<file path="src/hw/deser_pkg.sv">
// Shared constants and types for the serial pixel deserializer
package deser_pkg;

  // ==========================================================================
  // Timing
  localparam int CLK_KHZ = 125000;
  localparam int EN_FILTER_US = 10;
  localparam int EN_FILTER_CYC = EN_FILTER_US * CLK_KHZ / 1000;
  localparam int SLOW_KHZ = 500;
  localparam int SLOW_CYC = CLK_KHZ / SLOW_KHZ;
  localparam int FAST_KHZ = 3000;
  localparam int FAST_CYC = CLK_KHZ / FAST_KHZ;
  localparam int LOCK_FRAMES = 4;

  // ==========================================================================
  // Frame layout
  localparam int FRAME_BITS = 30;
  localparam int BITS_ONE = 30;
  localparam int BITS_TWO = 15;
  localparam int BITS_THREE = 10;
  localparam int COLOUR_LSB = 0;
  localparam int FSYNC_POS = 24;
  localparam int LSYNC_POS = 25;
  localparam int VALID_POS = 26;
  localparam int PARITY_POS = 27;
  localparam int RSVD_LSB = 28;

  // ==========================================================================
  // Register map
  localparam logic [3:0] CTRL_OFS = 4'h0;
  localparam logic [3:0] STATUS_OFS = 4'h4;
  localparam logic [3:0] ERRCNT_OFS = 4'h8;
  localparam logic CTRL_EN_RST = 1'b1;
  localparam logic [1:0] RESP_OKAY = 2'b00;
  localparam logic [1:0] RESP_SLVERR = 2'b10;

  // ==========================================================================
  // Types
  typedef enum logic [1:0]
  {
    ST_SHUTDOWN = 2'b00,
    ST_STANDBY = 2'b01,
    ST_ACQUIRE = 2'b11,
    ST_RECEIVE = 2'b10
  } state_t;

  typedef enum logic [1:0]
  {
    LM_ONE = 2'b00,
    LM_TWO = 2'b01,
    LM_THREE = 2'b10,
    LM_RSVD = 2'b11
  } lane_mode_t;

  typedef struct packed
  {
    logic [23:0] colour;
    logic frame_sync;
    logic line_sync;
    logic pixel_valid;
  } pixel_t;

  localparam pixel_t IDLE_PIXEL = '{colour: 24'hFF_FFFF, frame_sync: 1'b1, line_sync: 1'b1, pixel_valid: 1'b0};

endpackage

</file>
<file path="src/hw/serial_pixel_deserializer.sv">
// Serial pixel deserializer with power-state sequencing and AXI4-Lite status
module serial_pixel_deserializer
(
  input wire logic aclk, // System and bit clock
  input wire logic aresetn, // Synchronous reset
  input wire logic receiver_on, // Receiver enable pin
  input wire logic lane_sel_low, // Lane select strap low bit
  input wire logic lane_sel_high, // Lane select strap high bit
  input wire logic link_clk, // Forwarded link clock, sampled
  input wire logic clk_cm_high, // Monitor: clock common level above 0.9 link_supply
  input wire logic clk_cm_low, // Monitor: clock common level below 1.3 V
  input wire logic lane_a, // Serial data lane a
  input wire logic lane_b, // Serial data lane b
  input wire logic lane_c, // Serial data lane c
  output deser_pkg::pixel_t pixel_out, // Parallel pixel bus
  output logic pix_clk, // Recovered pixel clock
  output logic parity_fault_pulse, // Parity error pulse
  input wire logic [3:0] s_axi_awaddr, // Write address
  input wire logic s_axi_awvalid, // Write address valid
  output logic s_axi_awready, // Write address ready
  input wire logic [31:0] s_axi_wdata, // Write data
  input wire logic [3:0] s_axi_wstrb, // Write byte enables
  input wire logic s_axi_wvalid, // Write data valid
  output logic s_axi_wready, // Write data ready
  output logic [1:0] s_axi_bresp, // Write response
  output logic s_axi_bvalid, // Write response valid
  input wire logic s_axi_bready, // Write response ready
  input wire logic [3:0] s_axi_araddr, // Read address
  input wire logic s_axi_arvalid, // Read address valid
  output logic s_axi_arready, // Read address ready
  output logic [31:0] s_axi_rdata, // Read data
  output logic [1:0] s_axi_rresp, // Read response
  output logic s_axi_rvalid, // Read data valid
  input wire logic s_axi_rready // Read data ready
);

  // ==========================================================================
  // Helper functions
  function automatic logic [8:0] frame_len(input deser_pkg::lane_mode_t m);
    logic [8:0] n;
    n = 9'h000;
    unique case (m)
      deser_pkg::LM_ONE: n = 9'(deser_pkg::BITS_ONE);
      deser_pkg::LM_TWO: n = 9'(deser_pkg::BITS_TWO);
      deser_pkg::LM_THREE: n = 9'(deser_pkg::BITS_THREE);
      deser_pkg::LM_RSVD: n = 9'h000;
    endcase
    return n;
  endfunction

  function automatic logic [29:0] assemble(input deser_pkg::lane_mode_t m, input logic [29:0] a,
                                           input logic [29:0] b, input logic [29:0] c);
    logic [29:0] f;
    f = 30'h0000_0000;
    unique case (m)
      deser_pkg::LM_ONE: f = a;
      deser_pkg::LM_TWO: f = {a[14:0], b[14:0]};
      deser_pkg::LM_THREE: f = {a[9:0], b[9:0], c[9:0]};
      deser_pkg::LM_RSVD: f = 30'h0000_0000;
    endcase
    return f;
  endfunction

  // ==========================================================================
  // Signals
  deser_pkg::state_t state_reg, state_next;
  deser_pkg::lane_mode_t lane_mode_reg;
  logic ctrl_en_reg;
  logic en_stable_reg;
  logic [10:0] en_cnt_reg;
  logic link_clk_reg, link_prev_reg;
  logic lane_a_reg, lane_b_reg, lane_c_reg;
  logic [8:0] idle_cnt_reg;
  logic [8:0] period_reg;
  logic [2:0] good_cnt_reg;
  logic locked_reg;
  logic [29:0] sh_a_reg, sh_b_reg, sh_c_reg;
  deser_pkg::pixel_t pixel_out_reg;
  logic pix_clk_reg;
  logic parity_fault_pulse_reg;
  logic [31:0] err_cnt_reg;
  logic awready_reg, wready_reg, bvalid_reg, arready_reg, rvalid_reg;
  logic [1:0] bresp_reg, rresp_reg;
  logic [31:0] rdata_reg;
  logic en_eff, link_edge, clk_absent, clk_active, deser_on;
  logic [8:0] n_bits, half_bits;
  logic [29:0] frame_word;
  deser_pkg::pixel_t payload;
  logic frame_par_ok, frame_done, bad_frame, wr_go, rd_go;

  assign en_eff = receiver_on & ctrl_en_reg;
  assign link_edge = link_clk_reg & ~link_prev_reg;
  assign n_bits = frame_len(lane_mode_reg);
  assign half_bits = n_bits >> 1;
  assign deser_on = (state_reg == deser_pkg::ST_ACQUIRE) || (state_reg == deser_pkg::ST_RECEIVE);
  assign clk_absent = clk_cm_high || (idle_cnt_reg >= 9'(deser_pkg::SLOW_CYC));
  assign clk_active = clk_cm_low && (period_reg <= 9'(deser_pkg::FAST_CYC))
                      && (idle_cnt_reg < 9'(deser_pkg::FAST_CYC));
  assign frame_word = assemble(lane_mode_reg, sh_a_reg, sh_b_reg, sh_c_reg);
  assign payload.colour = frame_word[deser_pkg::COLOUR_LSB +: 24];
  assign payload.frame_sync = frame_word[deser_pkg::FSYNC_POS];
  assign payload.line_sync = frame_word[deser_pkg::LSYNC_POS];
  assign payload.pixel_valid = frame_word[deser_pkg::VALID_POS];
  assign frame_par_ok = ^frame_word[deser_pkg::PARITY_POS:0];
  assign frame_done = link_edge && locked_reg && (state_reg == deser_pkg::ST_RECEIVE);
  assign bad_frame = frame_done && !frame_par_ok;

  // ==========================================================================
  // Input sampling and strap decode
  always_ff @(posedge aclk)
  begin
    if (!aresetn)
    begin
      link_clk_reg <= 1'b0;
      link_prev_reg <= 1'b0;
      lane_mode_reg <= deser_pkg::LM_ONE;
    end
    else
    begin
      link_clk_reg <= link_clk & (state_reg != deser_pkg::ST_SHUTDOWN);
      link_prev_reg <= link_clk_reg;
      lane_mode_reg <= deser_pkg::lane_mode_t'({lane_sel_high, lane_sel_low});
    end
  end

  // Unused lanes and all lanes outside acquire/receive read as zero
  always_ff @(posedge aclk)
  begin
    if (!aresetn)
    begin
      lane_a_reg <= 1'b0;
      lane_b_reg <= 1'b0;
      lane_c_reg <= 1'b0;
    end
    else
    begin
      lane_a_reg <= lane_a & deser_on & (lane_mode_reg != deser_pkg::LM_RSVD);
      lane_b_reg <= lane_b & deser_on & ((lane_mode_reg == deser_pkg::LM_TWO)
                    || (lane_mode_reg == deser_pkg::LM_THREE));
      lane_c_reg <= lane_c & deser_on & (lane_mode_reg == deser_pkg::LM_THREE);
    end
  end

  // ==========================================================================
  // Enable filter
  always_ff @(posedge aclk)
  begin
    if (!aresetn)
    begin
      en_stable_reg <= 1'b0;
      en_cnt_reg <= 11'h000;
    end
    else if (en_eff == en_stable_reg)
      en_cnt_reg <= 11'h000;
    else if (en_cnt_reg == 11'(deser_pkg::EN_FILTER_CYC))
    begin
      en_stable_reg <= en_eff;
      en_cnt_reg <= 11'h000;
    end
    else
      en_cnt_reg <= en_cnt_reg + 11'h001;
  end

  // ==========================================================================
  // Clock presence monitor and lock detection
  always_ff @(posedge aclk)
  begin
    if (!aresetn)
    begin
      idle_cnt_reg <= 9'(deser_pkg::SLOW_CYC);
      period_reg <= 9'(deser_pkg::SLOW_CYC);
    end
    else if (link_edge)
    begin
      idle_cnt_reg <= 9'h000;
      period_reg <= idle_cnt_reg + 9'h001;
    end
    else if (idle_cnt_reg < 9'(deser_pkg::SLOW_CYC))
      idle_cnt_reg <= idle_cnt_reg + 9'h001;
  end

  // Lock: several consecutive link periods of exactly one frame of bit clocks
  always_ff @(posedge aclk)
  begin
    if (!aresetn)
      good_cnt_reg <= 3'h0;
    else if (!deser_on || (idle_cnt_reg >= n_bits))
      good_cnt_reg <= 3'h0;
    else if (link_edge && (idle_cnt_reg + 9'h001 == n_bits))
    begin
      if (good_cnt_reg != 3'(deser_pkg::LOCK_FRAMES))
        good_cnt_reg <= good_cnt_reg + 3'h1;
    end
    else if (link_edge)
      good_cnt_reg <= 3'h0;
  end

  always_ff @(posedge aclk)
  begin
    if (!aresetn)
      locked_reg <= 1'b0;
    else
      locked_reg <= deser_on && (good_cnt_reg == 3'(deser_pkg::LOCK_FRAMES));
  end

  // ==========================================================================
  // Power state machine
  always_comb
  begin
    state_next = state_reg;
    unique case (state_reg)
      deser_pkg::ST_SHUTDOWN:
        if (en_stable_reg)
          state_next = deser_pkg::ST_STANDBY;
      deser_pkg::ST_STANDBY:
        if (clk_active && !clk_cm_high)
          state_next = deser_pkg::ST_ACQUIRE;
      deser_pkg::ST_ACQUIRE:
        if (clk_absent)
          state_next = deser_pkg::ST_STANDBY;
        else if (locked_reg)
          state_next = deser_pkg::ST_RECEIVE;
      deser_pkg::ST_RECEIVE:
        if (clk_absent)
          state_next = deser_pkg::ST_STANDBY;
        else if (!locked_reg)
          state_next = deser_pkg::ST_ACQUIRE;
    endcase
    if (!en_stable_reg)
      state_next = deser_pkg::ST_SHUTDOWN;
  end

  always_ff @(posedge aclk)
  begin
    if (!aresetn)
      state_reg <= deser_pkg::ST_SHUTDOWN;
    else
      state_reg <= state_next;
  end

  // ==========================================================================
  // Deserializer shift registers
  always_ff @(posedge aclk)
  begin
    if (!aresetn)
    begin
      sh_a_reg <= 30'h0000_0000;
      sh_b_reg <= 30'h0000_0000;
      sh_c_reg <= 30'h0000_0000;
    end
    else
    begin
      sh_a_reg <= {sh_a_reg[28:0], lane_a_reg};
      sh_b_reg <= {sh_b_reg[28:0], lane_b_reg};
      sh_c_reg <= {sh_c_reg[28:0], lane_c_reg};
    end
  end

  // ==========================================================================
  // Parallel output
  always_ff @(posedge aclk)
  begin
    if (!aresetn)
      pixel_out_reg <= deser_pkg::IDLE_PIXEL;
    else if (state_reg != deser_pkg::ST_RECEIVE)
      pixel_out_reg <= deser_pkg::IDLE_PIXEL;
    else if (frame_done && frame_par_ok)
      pixel_out_reg <= payload;
  end

  // Pixel clock high for the first half of each frame; fault pulse follows it
  always_ff @(posedge aclk)
  begin
    if (!aresetn)
      pix_clk_reg <= 1'b0;
    else if (state_reg != deser_pkg::ST_RECEIVE)
      pix_clk_reg <= 1'b0;
    else if (frame_done)
      pix_clk_reg <= 1'b1;
    else if (idle_cnt_reg + 9'h001 >= half_bits)
      pix_clk_reg <= 1'b0;
  end

  always_ff @(posedge aclk)
  begin
    if (!aresetn)
      parity_fault_pulse_reg <= 1'b0;
    else if (bad_frame)
      parity_fault_pulse_reg <= 1'b1;
    else if ((state_reg != deser_pkg::ST_RECEIVE) || (idle_cnt_reg + 9'h001 >= half_bits))
      parity_fault_pulse_reg <= 1'b0;
  end

  // ==========================================================================
  // AXI4-Lite slave
  // Responses rise only after the address and data handshakes have completed
  assign wr_go = s_axi_awvalid && s_axi_wvalid && !bvalid_reg && !awready_reg;
  assign rd_go = s_axi_arvalid && !rvalid_reg && !arready_reg;

  always_ff @(posedge aclk)
  begin
    if (!aresetn)
    begin
      awready_reg <= 1'b0;
      wready_reg <= 1'b0;
      bvalid_reg <= 1'b0;
      bresp_reg <= deser_pkg::RESP_OKAY;
    end
    else if (wr_go)
    begin
      awready_reg <= 1'b1;
      wready_reg <= 1'b1;
      bresp_reg <= ((s_axi_awaddr == deser_pkg::CTRL_OFS) || (s_axi_awaddr == deser_pkg::ERRCNT_OFS)
                    || (s_axi_awaddr == deser_pkg::STATUS_OFS)) ? deser_pkg::RESP_OKAY : deser_pkg::RESP_SLVERR;
    end
    else
    begin
      awready_reg <= 1'b0;
      wready_reg <= 1'b0;
      if (awready_reg)
        bvalid_reg <= 1'b1;
      else if (bvalid_reg && s_axi_bready)
        bvalid_reg <= 1'b0;
    end
  end

  always_ff @(posedge aclk)
  begin
    if (!aresetn)
      ctrl_en_reg <= deser_pkg::CTRL_EN_RST;
    else if (wr_go && (s_axi_awaddr == deser_pkg::CTRL_OFS) && s_axi_wstrb[0])
      ctrl_en_reg <= s_axi_wdata[0];
  end

  // A write to ERRCNT_OFS clears the count; a fault in the same cycle still counts
  always_ff @(posedge aclk)
  begin
    if (!aresetn)
      err_cnt_reg <= 32'h0000_0000;
    else if (wr_go && (s_axi_awaddr == deser_pkg::ERRCNT_OFS))
      err_cnt_reg <= {31'h0000_0000, bad_frame};
    else if (bad_frame && (err_cnt_reg != 32'hFFFF_FFFF))
      err_cnt_reg <= err_cnt_reg + 32'h0000_0001;
  end

  always_ff @(posedge aclk)
  begin
    if (!aresetn)
    begin
      arready_reg <= 1'b0;
      rvalid_reg <= 1'b0;
      rdata_reg <= 32'h0000_0000;
      rresp_reg <= deser_pkg::RESP_OKAY;
    end
    else if (rd_go)
    begin
      arready_reg <= 1'b1;
      rresp_reg <= deser_pkg::RESP_OKAY;
      unique case (s_axi_araddr)
        deser_pkg::CTRL_OFS: rdata_reg <= {31'h0000_0000, ctrl_en_reg};
        deser_pkg::STATUS_OFS: rdata_reg <= {26'h000_0000, en_stable_reg, locked_reg, lane_mode_reg, state_reg};
        deser_pkg::ERRCNT_OFS: rdata_reg <= err_cnt_reg;
        default:
        begin
          rdata_reg <= 32'h0000_0000;
          rresp_reg <= deser_pkg::RESP_SLVERR;
        end
      endcase
    end
    else
    begin
      arready_reg <= 1'b0;
      if (arready_reg)
        rvalid_reg <= 1'b1;
      else if (rvalid_reg && s_axi_rready)
        rvalid_reg <= 1'b0;
    end
  end

  assign pixel_out = pixel_out_reg;
  assign pix_clk = pix_clk_reg;
  assign parity_fault_pulse = parity_fault_pulse_reg;
  assign s_axi_awready = awready_reg;
  assign s_axi_wready = wready_reg;
  assign s_axi_bvalid = bvalid_reg;
  assign s_axi_bresp = bresp_reg;
  assign s_axi_arready = arready_reg;
  assign s_axi_rvalid = rvalid_reg;
  assign s_axi_rdata = rdata_reg;
  assign s_axi_rresp = rresp_reg;

  // ==========================================================================
  // Checks
  idle_pattern_a: assert property (@(posedge aclk) disable iff (!aresetn)
    (state_reg != deser_pkg::ST_RECEIVE) |=> (pixel_out_reg == deser_pkg::IDLE_PIXEL) && !pix_clk_reg)
    else $error("idle pattern missing outside receive");
  lane_decode_a: assert property (@(posedge aclk) disable iff (!aresetn)
    1'b1 |=> lane_mode_reg == deser_pkg::lane_mode_t'({$past(lane_sel_high), $past(lane_sel_low)}))
    else $error("lane mode does not follow straps");
  enter_shutdown_a: assert property (@(posedge aclk) disable iff (!aresetn)
    $fell(en_stable_reg) |-> $past(en_cnt_reg) == 11'(deser_pkg::EN_FILTER_CYC) && !$past(en_eff))
    else $error("shutdown taken before enable filter expired");
  leave_shutdown_a: assert property (@(posedge aclk) disable iff (!aresetn)
    (state_reg == deser_pkg::ST_SHUTDOWN) ##1 (state_reg == deser_pkg::ST_STANDBY)
      |-> $past(en_cnt_reg, 2) == 11'(deser_pkg::EN_FILTER_CYC))
    else $error("standby entered before enable filter expired");
  slow_standby_a: assert property (@(posedge aclk) disable iff (!aresetn)
    (idle_cnt_reg == 9'(deser_pkg::SLOW_CYC)) && en_stable_reg && deser_on |=> state_reg == deser_pkg::ST_STANDBY)
    else $error("slow link clock did not force standby");
  enter_receive_a: assert property (@(posedge aclk) disable iff (!aresetn)
    (state_reg == deser_pkg::ST_ACQUIRE) && locked_reg && !clk_absent && en_stable_reg
      |=> state_reg == deser_pkg::ST_RECEIVE)
    else $error("lock did not lead to receive");
  good_frame_a: assert property (@(posedge aclk) disable iff (!aresetn)
    frame_done && frame_par_ok |=> (pixel_out_reg == $past(payload)) && pix_clk_reg && !parity_fault_pulse_reg)
    else $error("good frame not presented");
  bad_frame_a: assert property (@(posedge aclk) disable iff (!aresetn)
    bad_frame |=> $stable(pixel_out_reg) && parity_fault_pulse_reg)
    else $error("bad frame not suppressed");
  fault_half_a: assert property (@(posedge aclk) disable iff (!aresetn)
    parity_fault_pulse_reg |-> pix_clk_reg)
    else $error("fault pulse outlasts half pixel clock");

endmodule

</file>
<file path="config.mk">
export PLATFORM = sky130hd
export DESIGN_NAME = serial_pixel_deserializer
export DESIGN_NICKNAME = d
export VERILOG_FILES = /design/src/hw/deser_pkg.sv /design/src/hw/serial_pixel_deserializer.sv
export SDC_FILE = /design/constraint.sdc
export NUM_CORES = 1
export LEC_CHECK = 0
export BUFFER_PORTS_ARGS = -buffer_cell sky130_fd_sc_hd__buf_2
export CAP_MARGIN = 20
export CORE_MARGIN = 5
export CORE_UTILIZATION = 23
export DETAILED_ROUTE_END_ITERATION = 7
export PLACE_DENSITY = 0.4
export SYNTH_ARGS = -nofsm -noshare
export SYNTH_HDL_FRONTEND = slang
export SYNTH_SLANG_ARGS = --single-unit
</file>
<file path="constraint.sdc">
create_clock -name aclk -period 3 [get_ports aclk]
set_clock_uncertainty 0.15 [all_clocks]
set_input_delay 0.45 -clock aclk [delete_from_list [all_inputs] [get_ports aclk]]
set_output_delay 0.45 -clock aclk [all_outputs]
set_load 0.02 [all_outputs]
</file>
# Word level (Yosys, flattened, before mapping)
# Cells that the tools add are included.
[word_totals] regBits=198 output_inout_bits=70 wordCells=166
[op_classes] addsub=4 magnitude_cmp=6 eq_ne=22 n_mux=28 bitwise=14 reduce_logical=59
[ops] cell="case mux 28 bit (4 select lines)" n=1
[ops] cell="case mux 32 bit (3 select lines)" n=1
[ops] cell="case mux 9 bit (4 select lines)" n=1
[ops] cell="adder 32 x 1 -> 32 bit (second input constant)" n=1
[ops] cell="!= test 32 bit (second input constant)" n=1
[ops] cell="XOR reduction 28 bit" n=1
[ops] cell="logical AND 1 bit" n=20
[ops] cell="2-to-1 mux 8 bit" n=2
[ops] cell="nonzero test 2 bit" n=8
[ops] cell="2-to-1 mux 2 bit" n=7
[ops] cell="2-to-1 mux 1 bit" n=12
[ops] cell="adder 11 x 1 -> 11 bit (second input constant)" n=1
[ops] cell="equality test 11 bit (second input constant)" n=1
[ops] cell="AND reduction 2 bit" n=5
[ops] cell="adder 9 x 1 -> 9 bit (second input constant)" n=1
[ops] cell="AND 1 bit" n=9
[ops] cell="equality test 9 bit" n=1
[ops] cell="greater-or-equal comparator 9 x 8 -> 1 bit" n=1
[ops] cell="greater-or-equal comparator 9 x 8 -> 1 bit (second input constant)" n=1
[ops] cell="greater-or-equal comparator 9 bit" n=1
[ops] cell="<= comparator 9 x 6 -> 1 bit (second input constant)" n=1
[ops] cell="less-than comparator 9 x 6 -> 1 bit (second input constant)" n=1
[ops] cell="less-than comparator 9 x 8 -> 1 bit (second input constant)" n=1
[ops] cell="2-to-1 mux 3 bit" n=3
[ops] cell="other kinds (19)" n=51

# Logic depth before layout (Yosys ltp)
# Gate-level depths: netlist of the first run.
[logic_depth] ltp_word=8 ltp_mapped=15 ltp_nobuf=11

# Worst setup path before layout of the first run
# OpenSTA, ideal clock, no wires.
[synth_path] kind="reg2reg" start="register lane_mode_reg[0]" end="register err_cnt_reg[21]" setup_time_ns=0.059 t_arrival_ns=3.070 t_required_ns=2.791 setup_slack_ns=-0.279 stages_incl_launch_ff=14 period_less_slack_ns=3.279 path_cell_list="dfxtp_1 > inv_1 > ha_1 > buf_4 > buf_2 > a221o_1 > o21ai_0 > xnor2_1 > xnor2_1 > xnor2_1 > xnor3_1 > buf_4 > or4_1 > nand2_1"
[synth_between] elab_chain_cells=6 elab_cells_between_ends=9 classes_between="eq/ne (3); mux (1); reduce/logical (5)"
[synth_rtl] element="from (decl)" line_no="serial_pixel_deserializer.sv:67" text="deser_pkg::lane_mode_t lane_mode_reg;"
[synth_rtl] element="from (signal assigned)" line_no="serial_pixel_deserializer.sv:116" text="lane_mode_reg <= deser_pkg::LM_ONE;"
[synth_rtl] element="from (signal assigned)" line_no="serial_pixel_deserializer.sv:122" text="lane_mode_reg <= deser_pkg::lane_mode_t'({lane_sel_high, lane_sel_low});"
[synth_rtl] element="equality test 2 bit (tied with other cells)" line_no="serial_pixel_deserializer.sv:55" text="unique case (m)"
[synth_rtl] element="case mux 28 bit (4 select lines) (*)" line_no="serial_pixel_deserializer.sv:55"
[synth_rtl] element="XOR reduction 28 bit (*)" line_no="serial_pixel_deserializer.sv:104" text="assign frame_par_ok = ^frame_word[deser_pkg::PARITY_POS:0];"
[synth_rtl] element="zero test 1 bit (*)" line_no="serial_pixel_deserializer.sv:106" text="assign bad_frame = frame_done && !frame_par_ok;"
[synth_rtl] element="logical AND 1 bit (*)" line_no="serial_pixel_deserializer.sv:106"
[synth_rtl] element="logical AND 1 bit (*)" line_no="serial_pixel_deserializer.sv:342" text="else if (bad_frame && (err_cnt_reg != 32'hFFFF_FFFF))"
[synth_rtl] element="to (signal assigned)" line_no="serial_pixel_deserializer.sv:341" text="err_cnt_reg <= {31'h0000_0000, bad_frame};"
[synth_rtl] element="to (signal assigned)" line_no="serial_pixel_deserializer.sv:343" text="err_cnt_reg <= err_cnt_reg + 32'h0000_0001;"
[synth_rtl] element="to (decl)" line_no="serial_pixel_deserializer.sv:81" text="logic [31:0] err_cnt_reg;"
# Mark *: on every way between the ends. The rest lies on a longest branch, timed or not.
# A chain may end at the register's enable or synchronous reset.

# Final worst setup path of the first run
[layout_path] start="register lane_mode_reg[1]" end="register err_cnt_reg[13]"
# Same word-level chain as after synthesis.

==> results_dict.tcl, run 1 <==
set metrics [dict create \
    status "finished, violations left" \
    violations "negative setup slack" \
    synth_top_area_share_pct 45.9 \
    min_from "lane_b" \
    r2r-start "lane_mode_reg[1]" \
    synth_area_leaders "dfxtp_1 46%, and2_1 4.3%, o21ai_0 4.3%, nor2_1 3.6%, o211ai_1 3.5%" \
    drc 0 \
    synth-edff-count 0 \
    synth.cell_area_um2 8500 \
    die_h_um 202 \
    worstMarginPinSlew_ps 711 \
    irDropWorstVdd_mv 0.644 \
    post-route-min-period_ps 3500 \
    netlist_instances 942 \
    syn_avg_cell_area_um2 9.03 \
    drt-wirelength-per-cell_um 16.7 \
    hp-class "in2reg" \
    r2r_cells 12 \
    synth_fa_ha_area_share_pct 2.94 \
    num_vias 7424 \
    synth_top_family_by_area "simple AND/OR/NAND/NOR gates" \
    grt_pass1_wl_mm 42.1 \
    rsz0062_at_grt "true" \
    drive_above_1_share_pct 27.3 \
    rows 70 \
    overflow 0 \
    r2r-end "err_cnt_reg[13]" \
    cts_tree "done" \
    cts.sinks 195 \
    numCtsBuffers 17 \
    synth-seq-area-share_pct 45.9 \
    max_freq_mhz 286 \
    synth_simple_gate_area_share_pct 20.6 \
    maxCapViolations 0 \
    grt_pass1_vias 7343 \
    path_clk_slew_ps 90 \
    htree_levels 4 \
    setup_ws_ps -501 \
    cp_data_arrival_time_ps 3730 \
    placed_cell_area_um2 10000 \
    crit_required_ps 3230 \
    core_region_area_um2 36500 \
    pin_count 130 \
    die-area_um2 40900 \
    place_hpwl_mm 18.0 \
    grt_start_max_net_pins 74 \
    cts-root-buf "clkbuf_16" \
    synth_flop_cell "dfxtp_1" \
    finalHoldViolCount 0 \
    postLayoutCellArea_um2 11300 \
    synth_xor_area_share_pct 6.15 \
    muxShareOfSynthArea_pct 0.839 \
    synth-async-reset-ratio_pct 0 \
    p_per_area_nw_per_um2 690 \
    maxSlewViolCount 0 \
    grtUsageTotal_pct 12.8 \
    worst_setup_path_start_kind "flop" \
    period_share_pct 117 \
    drt-pass1-iter-count 4 \
    post-place-ws_ps -380 \
    finalSetupTns_ps -24160 \
    clkLatencyLatePin_ps 450 \
    totalWireLength_mm 26.5 \
    crit_fanout 8 \
    antenna_found_initial 3 \
    layout_common_cells "193 x dfxtp_1, 93 x buf_2, 89 x buf_4, 79 x nor2_1, 59 x and2_1" \
    floorplan.initialDensity_pct 23.3 \
    viasPerCell 4.68 \
    max-slew-margin-rel_pct 52.2 \
    cts.path.max_buffers 2 \
    gp_congestion 0.756 \
    r2r_slack_ps -500 \
    port_buffers 93 \
    final_common_cell "dfxtp_1" \
    yosysUniqueCellTypes 54 \
    critPathCaptureType "flop" \
    final_util_pct 30.9 \
    synth_top_area_cell "dfxtp_1" \
    p_total_mw 7.77 \
    setup_violations 60 \
    area_growth_pct 32.5 \
    synth_compound_area_share_pct 19.3 \
    hold_depth 3 \
    worstSetupPathType "reg2reg" \
    ant_nets 0 \
    initialDrtViolationCount 377 \
    whs_endpoint "lane_b_reg" \
    p_leak_nw 4.46 \
    synth_seq_cells 195 \
    dieWidth_um 202 \
    yosysWarnings 0 \
    nets 1183 \
]
-- critical path, cell delays in order, from the launching register on --
cell and delay [ps]:
dfxtp_4 370, buf_6 110, ha_4 190, buf_4 150
a221o_1 350, o21ai_2 80, xnor2_1 90, xnor2_1 250
xnor3_2 420, xnor3_2 520, buf_12 190, or4_1 400
a21oi_1 140
-- layer usage --
| metal | global-route usage, % | wire, um |
|---|---|---|
| met4 | 3.83 | 437 |
| met2 | 21.5 | 12800 |
| met1 | 16.9 | 12600 |
| met3 | 2.33 | 632 |
| met5 | 0 | 13 |
-- per-stage QoR --
step	instances	hold slack, ps
4_1_cts	1572	33.5
3_3_place_gp	1520	268
2_1_floorplan	943	262
3_5_place_dp	1520	270
5_1_grt	1586	36.1
6_report	1586	54.9
-- area by class of cell --
type	instances	area [um2]
fillers	3839	25300
well taps	468	586
clock buffers	17	425
clock inverters	15	168
repair buffers	206	1580
diodes	2	5.00
flip-flops and latches	195	3910
inverters	19	76.3
multi-input cells	664	4520
-- report_power, final --
group          switching [mW]  internal [mW]  total [mW]
registers             0.00702           2.59        2.60
clock network            1.15           1.19        2.34
logic                    1.48           1.35        2.83
-- cells by family after synthesis --
group,after synthesis
fa+ha+maj,20
xor+xnor,54
mux,7
other cells,1
flops,195
compound gates,248
simple gates,333
buf+inv,84
-- worst max path at each step --
stage                      from         endpoint  slack, ps  cells after the start
6_report       lane_mode_reg[1]  err_cnt_reg[13]       -500                     12
5_1_grt        lane_mode_reg[1]  err_cnt_reg[13]       -580                     12
4_1_cts        lane_mode_reg[1]  err_cnt_reg[25]       -400                     15
3_5_place_dp   lane_mode_reg[0]  err_cnt_reg[31]       -380                     12
3_3_place_gp   lane_mode_reg[1]  err_cnt_reg[23]       -390                     13
2_1_floorplan  lane_mode_reg[0]  err_cnt_reg[23]       -230                     13
-- synthesized netlist by cell type, types with 29 or more instances --
library cell,n
a21oi_1,34
a22oi_1,34
and2_1,59
clkbuf_1,44
dfxtp_1,195
nand2_1,48
nand3_1,29
nor2_1,81
o211ai_1,40
o21ai_0,73
xnor2_1,34
-- repair_timing --
item	CTS	global route
pin swaps	22	41
endpoints found under the setup margin	60	63
setup buffers	14	10
cloned	6	2
hold buffers	0	0
resized for setup	45	42
Note: power is estimated with default switching activity, not from simulation.
==> run 2: changes to the inputs <==
--- a/config.mk
+++ b/config.mk
@@ -7,10 +7,11 @@
 export LEC_CHECK = 0
 export BUFFER_PORTS_ARGS = -buffer_cell sky130_fd_sc_hd__buf_2
 export CAP_MARGIN = 20
-export CORE_MARGIN = 5
+export CORE_MARGIN = 3
 export CORE_UTILIZATION = 23
+export CTS_BUF_LIST = sky130_fd_sc_hd__clkbuf_8
 export DETAILED_ROUTE_END_ITERATION = 7
-export PLACE_DENSITY = 0.4
+export PLACE_DENSITY = 0.44
 export SYNTH_ARGS = -nofsm -noshare
 export SYNTH_HDL_FRONTEND = slang
 export SYNTH_SLANG_ARGS = --single-unit
==> run 2 against run 1 <==
Net effect: the run still ends with negative setup slack left; routed wire length down 5.4%; first-iteration DRC count up 8.2%; combinational power up 3%; count of clock-buffer cells in the layout unchanged; largest cell class unchanged.
==> results_dict.tcl, run 2 (same netlist as run 1, synthesis figures left out) <==
set metrics [dict create \
    maxSlewViolCount 0 \
    clkLatencyLatePin_ps 490 \
    drt-pass1-iter-count 4 \
    post-route-min-period_ps 3480 \
    max-slew-margin-rel_pct 56.1 \
    final_common_cell "dfxtp_1" \
    p_switching_mw 2.46 \
    die-area_um2 39300 \
    setup_violations 60 \
    internal_power_mw 4.87 \
    rsz0062_at_grt "true" \
    floorplan.initialDensity_pct 23.6 \
    pin_count 130 \
    finalHoldViolCount 0 \
    violations "negative setup slack" \
    irDropWorstVdd_mv 0.661 \
    nets 1188 \
    crit_fanout 11 \
    numCtsBuffers 17 \
    layout_common_cells "193 x dfxtp_1, 93 x buf_2, 92 x buf_4, 80 x nor2_1, 59 x and2_1" \
    power_switching_share_pct 33.5 \
    overflow 0 \
    max_freq_mhz 287 \
    worstMarginPinSlew_ps 659 \
    initialDrtViolationCount 408 \
    status "finished, violations left" \
    rows 69 \
    cts-root-buf "clkbuf_8" \
    p_per_area_nw_per_um2 662 \
    cts.path.max_buffers 2 \
    crit_required_ps 3280 \
    r2r_slack_ps -480 \
    core_region_area_um2 36000 \
    min_from "lane_sel_high" \
    antenna_found_initial 0 \
    worstSetupPathType "reg2reg" \
    drive_above_1_share_pct 26.9 \
    hold_depth 2 \
    grt_pass1_vias 7174 \
    dieWidth_um 198 \
    die_h_um 198 \
    critPathCaptureType "flop" \
    totalWireLength_mm 25.1 \
    cts.sinks 195 \
    cp_data_arrival_time_ps 3760 \
    period_share_pct 116 \
    hp-class "in2reg" \
    grt_start_max_net_pins 57 \
    place_hpwl_mm 17.1 \
    gp_congestion 0.773 \
    finalSetupTns_ps -20560 \
    grtUsageTotal_pct 12.8 \
    r2r_cells 13 \
    power_frac_seq_pct 35.5 \
    port_buffers 93 \
    ant_nets 0 \
    antenna_cells 0 \
    maxCapViolations 0 \
    drt-wirelength-per-cell_um 15.9 \
    setup_ws_ps -479 \
    whs_endpoint "lane_mode_reg[1]" \
    path_clk_slew_ps 100 \
    area_growth_pct 30.2 \
    r2r-end "err_cnt_reg[21]" \
    viasPerCell 4.66 \
    cp_slowest_cell "xnor3_2" \
    r2r-start "lane_mode_reg[1]" \
    cts_tree "done" \
    crit_path_cell_trace "buf_6, ha_4, buf_4, a221o_1, o21ai_2, xnor2_1, xnor2_1, xnor3_2, xnor3_2, buf_12, buf_16, or4_4, nand2_2" \
    drc 0 \
    htree_levels 4 \
    p_leak_nw 4.38 \
    worst_setup_path_start_kind "flop" \
    clock_power_share_pct 24.8 \
    pwr-share-comb_pct 39.7 \
    num_vias 7366 \
    final_util_pct 30.7 \
    grt_pass1_wl_mm 40.1 \
    slowest_delay_ps 490 \
]
==> run 2: cell types whose count changed in the layout (fill, tap and decap cells not counted), moves of 3 or more <==
cell and change:
o21ai_1 +5, clkbuf_16 -20, o21ai_0 -6, clkbuf_8 +17, dlygate4sd3_1 +4, a21oi_1 +5, a21oi_2 -5, buf_4 +3
==> run 2: layout make-up <==
class	count	area, um2
fill	3815	24900
multi-input combinational	664	4510
sequential	195	3910
timing repair buffer	211	1600
tap	461	577
clock buffer	17	234
clock inverter	15	173
inverter	19	76.3
==> run 2: power by group through the flow <==
| stage | sequential (mW) | clock, mW | combinational, mW |
|---|---|---|---|
| final | 2.60 | 1.82 | 2.91 |
| after global routing | 2.60 | 1.98 | 3.07 |
| after CTS | 2.60 | 1.88 | 2.80 |
| after detailed placement | 2.66 | 0 | 1.58 |
| after global placement | 2.66 | 0 | 1.58 |
| after floorplan | 2.67 | 0 | 0.961 |
==> run 2: critical path, delay by kind of cell, from the launching register on <==
family | cells | cell delay, ps
AOI/OAI and AO/OA | 2 | 460
DFF | 1 | 350
and+or+nand+nor | 2 | 470
xor gates and xnor gates | 4 | 1230
adders and majority gates | 1 | 170
buffers and inverters | 4 | 580
==> run 2: through the flow <==
stage	instance area [um2]	worst slack [ps]	std cells	total power [mW]	hold slack [ps]
floorplan	8600	-228	943	3.63	262
global placement	10000	-417	1512	4.24	266
detailed placement	10000	-430	1512	4.24	275
CTS	10900	-374	1567	7.29	5.11
global route	11100	-571	1582	7.66	32.2
finish	11100	-479	1582	7.33	54.2
==> run 2: worst max-delay path by stage <==
stage,slack (ps),startpoint,cells past startpoint,to
final,-480,lane_mode_reg[1],13,err_cnt_reg[21]
after global routing,-570,lane_mode_reg[1],13,err_cnt_reg[18]
after CTS,-370,lane_mode_reg[0],14,err_cnt_reg[29]
after detailed placement,-430,lane_mode_reg[1],11,err_cnt_reg[31]
after global placement,-420,lane_mode_reg[1],11,err_cnt_reg[31]
after floorplan,-230,lane_mode_reg[0],13,err_cnt_reg[23]
==> run 2: repair_timing <==
| action | CTS | global route |
|---|---|---|
| gates resized for setup | 48 | 40 |
| hold buffers | 3 | 1 |
| cloned | 4 | 0 |
| setup endpoints to repair | 60 | 60 |
| endpoints found under the hold margin | 3 | 1 |
| pin swaps | 40 | 17 |
| setup buffers | 16 | 13 |
==> run 2: layer usage <==
metal | GRT usage, % | vias to the layer above | share of wire [%]
met5 | 0 | - | 0
met4 | 3.09 | 0 | 1.0
met3 | 2.30 | 19 | 3.2
met2 | 21.6 | 103 | 49
met1 | 17.1 | 3514 | 47
li1 | - | 3730 | -
==> run 3: changes to the inputs <==
--- a/config.mk
+++ b/config.mk
@@ -7,6 +7,7 @@
 export LEC_CHECK = 0
 export BUFFER_PORTS_ARGS = -buffer_cell sky130_fd_sc_hd__buf_2
 export CAP_MARGIN = 20
+export CORE_ASPECT_RATIO = 0.8
 export CORE_MARGIN = 3
 export CORE_UTILIZATION = 23
 export CTS_BUF_LIST = sky130_fd_sc_hd__clkbuf_8
==> run 3 against run 2 <==
Net effect: the flow still finishes with violations (negative setup slack); die area about the same; final cell count barely moved; routed wire length up 2.7%; critical endpoint is now err_cnt_reg[28]; largest cell class unchanged; final area shrank 1.6%; largest power group unchanged; register-to-register slack improved by 100 ps; count of clock-buffer cells in the layout up 1; worst hold slack got worse by 22 ps; setup slack better by 100 ps.
==> results_dict.tcl, run 3 (same netlist as run 1, synthesis figures left out) <==
set metrics [dict create \
    clock_power_share_pct 25.2 \
    irDropWorstVdd_mv 0.522 \
    setup_violations 59 \
    hp-class "in2reg" \
    max-slew-margin-rel_pct 28.6 \
    power_switching_share_pct 33.6 \
    critPathCaptureType "flop" \
    port_buffers 93 \
    dieWidth_um 221 \
    grt_pass1_wl_mm 40.5 \
    gp_congestion 0.768 \
    layout_common_cells "193 x dfxtp_1, 93 x buf_2, 80 x nor2_1, 74 x buf_4, 59 x and2_1" \
    power_frac_seq_pct 36.8 \
    totalWireLength_mm 25.8 \
    finalHoldViolCount 0 \
    p_leak_nw 4.28 \
    area_growth_pct 28.1 \
    cts_tree "done" \
    grt_start_max_net_pins 60 \
    worst_setup_path_start_kind "flop" \
    antenna_found_initial 1 \
    maxCapViolations 0 \
    drt-pass1-iter-count 5 \
    cp_data_arrival_time_ps 3630 \
    overflow 0 \
    initialDrtViolationCount 405 \
    p_per_area_nw_per_um2 649 \
    rsz0062_at_grt "true" \
    num_vias 7397 \
    setup_ws_ps -378 \
    drt-wirelength-per-cell_um 16.3 \
    numCtsBuffers 17 \
    internal_power_mw 4.70 \
    final_common_cell "dfxtp_1" \
    p_switching_mw 2.38 \
    viasPerCell 4.68 \
    violations "negative setup slack" \
    crit_fanout 8 \
    post-route-min-period_ps 3380 \
    drive_above_1_share_pct 24.3 \
    antenna_cells 0 \
    drc 0 \
    pin_count 130 \
    worstMarginPinSlew_ps 1070 \
    rows 62 \
    pwr-share-comb_pct 38.0 \
    cts-root-buf "clkbuf_8" \
    cts.path.max_buffers 2 \
    htree_levels 4 \
    grtUsageTotal_pct 12.9 \
    hold_depth 3 \
    crit_required_ps 3250 \
    maxSlewViolCount 0 \
    hold_ws_ps 32.4 \
    nets 1168 \
    cts.sinks 195 \
    clkLatencyLatePin_ps 480 \
    final_util_pct 30.1 \
    place_hpwl_mm 17.5 \
    die_h_um 178 \
    r2r_cells 13 \
    period_share_pct 113 \
    status "finished, violations left" \
    die-area_um2 39300 \
    floorplan.initialDensity_pct 23.5 \
    core_region_area_um2 36100 \
    ant_nets 0 \
    grt_pass1_vias 7036 \
    worstSetupPathType "reg2reg" \
    max_freq_mhz 296 \
    path_clk_slew_ps 100 \
]
## run 3: cell count changes in the layout (fill, tap and decap cells not counted), sizes merged
cell and delta:
dlygate4sd3 -3, clkbuf +2, clkinv -1, clkinvlp -1, buf -18, inv +1
## run 3: power by group through the flow
stage	combinational, mW	clock, mW	sequential [mW]
final	2.69	1.78	2.60
after detailed placement	1.48	0	2.66
after floorplan	0.961	0	2.67
after global routing	2.85	1.97	2.60
after CTS	2.43	1.85	2.60
after global placement	1.48	0	2.66
## run 3: critical path, cell delays in order, from the launching register on
cell,delay [ps]
dfxtp_2,350
inv_2,60
ha_4,200
buf_12,140
a221o_1,350
o21ai_2,90
xnor2_1,160
xnor2_1,150
xnor3_1,480
xnor3_2,380
buf_12,180
buf_16,140
or3_1,340
a21oi_1,130
## run 3: per-stage QoR
stage	area, um2	setup TNS (ps)	total power [mW]	instances	setup slack [ps]
after floorplan	8600	-7760	3.63	943	-228
after global placement	9950	-22450	4.14	1522	-463
after detailed placement	9950	-21420	4.14	1522	-435
after CTS	10700	-17500	6.88	1571	-334
after global routing	10900	-23500	7.43	1581	-476
final	10900	-18020	7.07	1581	-378
## run 3: cell type report
cell class | instances | area [um2]
repair buffers | 191 | 1460
fillers | 3885 | 25300
multi-input cells | 664 | 4450
flip-flops and latches | 195 | 3910
clock inverters | 14 | 150
inverters | 19 | 78.8
clock buffers | 18 | 248
well taps | 480 | 601
## run 3: per-layer routing
layer  global-route usage [%]  share of wire [%]  vias up
met1                     18.5                 51     3567
met4                     2.84               0.94        0
met2                     20.1                 44      121
li1                         -                  -     3697
met5                        0                  0        -
met3                     2.63                3.7       12
## run 3: path summary, 6_finish.rpt
| check | from | to | slack [ps] |
|---|---|---|---|
| min reg2reg | lane_a_reg | sh_a_reg[0] | 290 |
| max reg2reg | lane_mode_reg[1] | err_cnt_reg[28] | -380 |
| max | lane_mode_reg[1] | err_cnt_reg[28] | -380 |
| min | lane_b | lane_b_reg | 30 |
## run 3: what timing repair did
item                       4_1_cts  5_1_grt
hold endpoints to repair         1        0
pin swaps                       15       16
gates resized for setup         39       19
hold buffers                     1        0
setup endpoints to repair       60       61
cloned                           4        2
setup buffers                   12        8
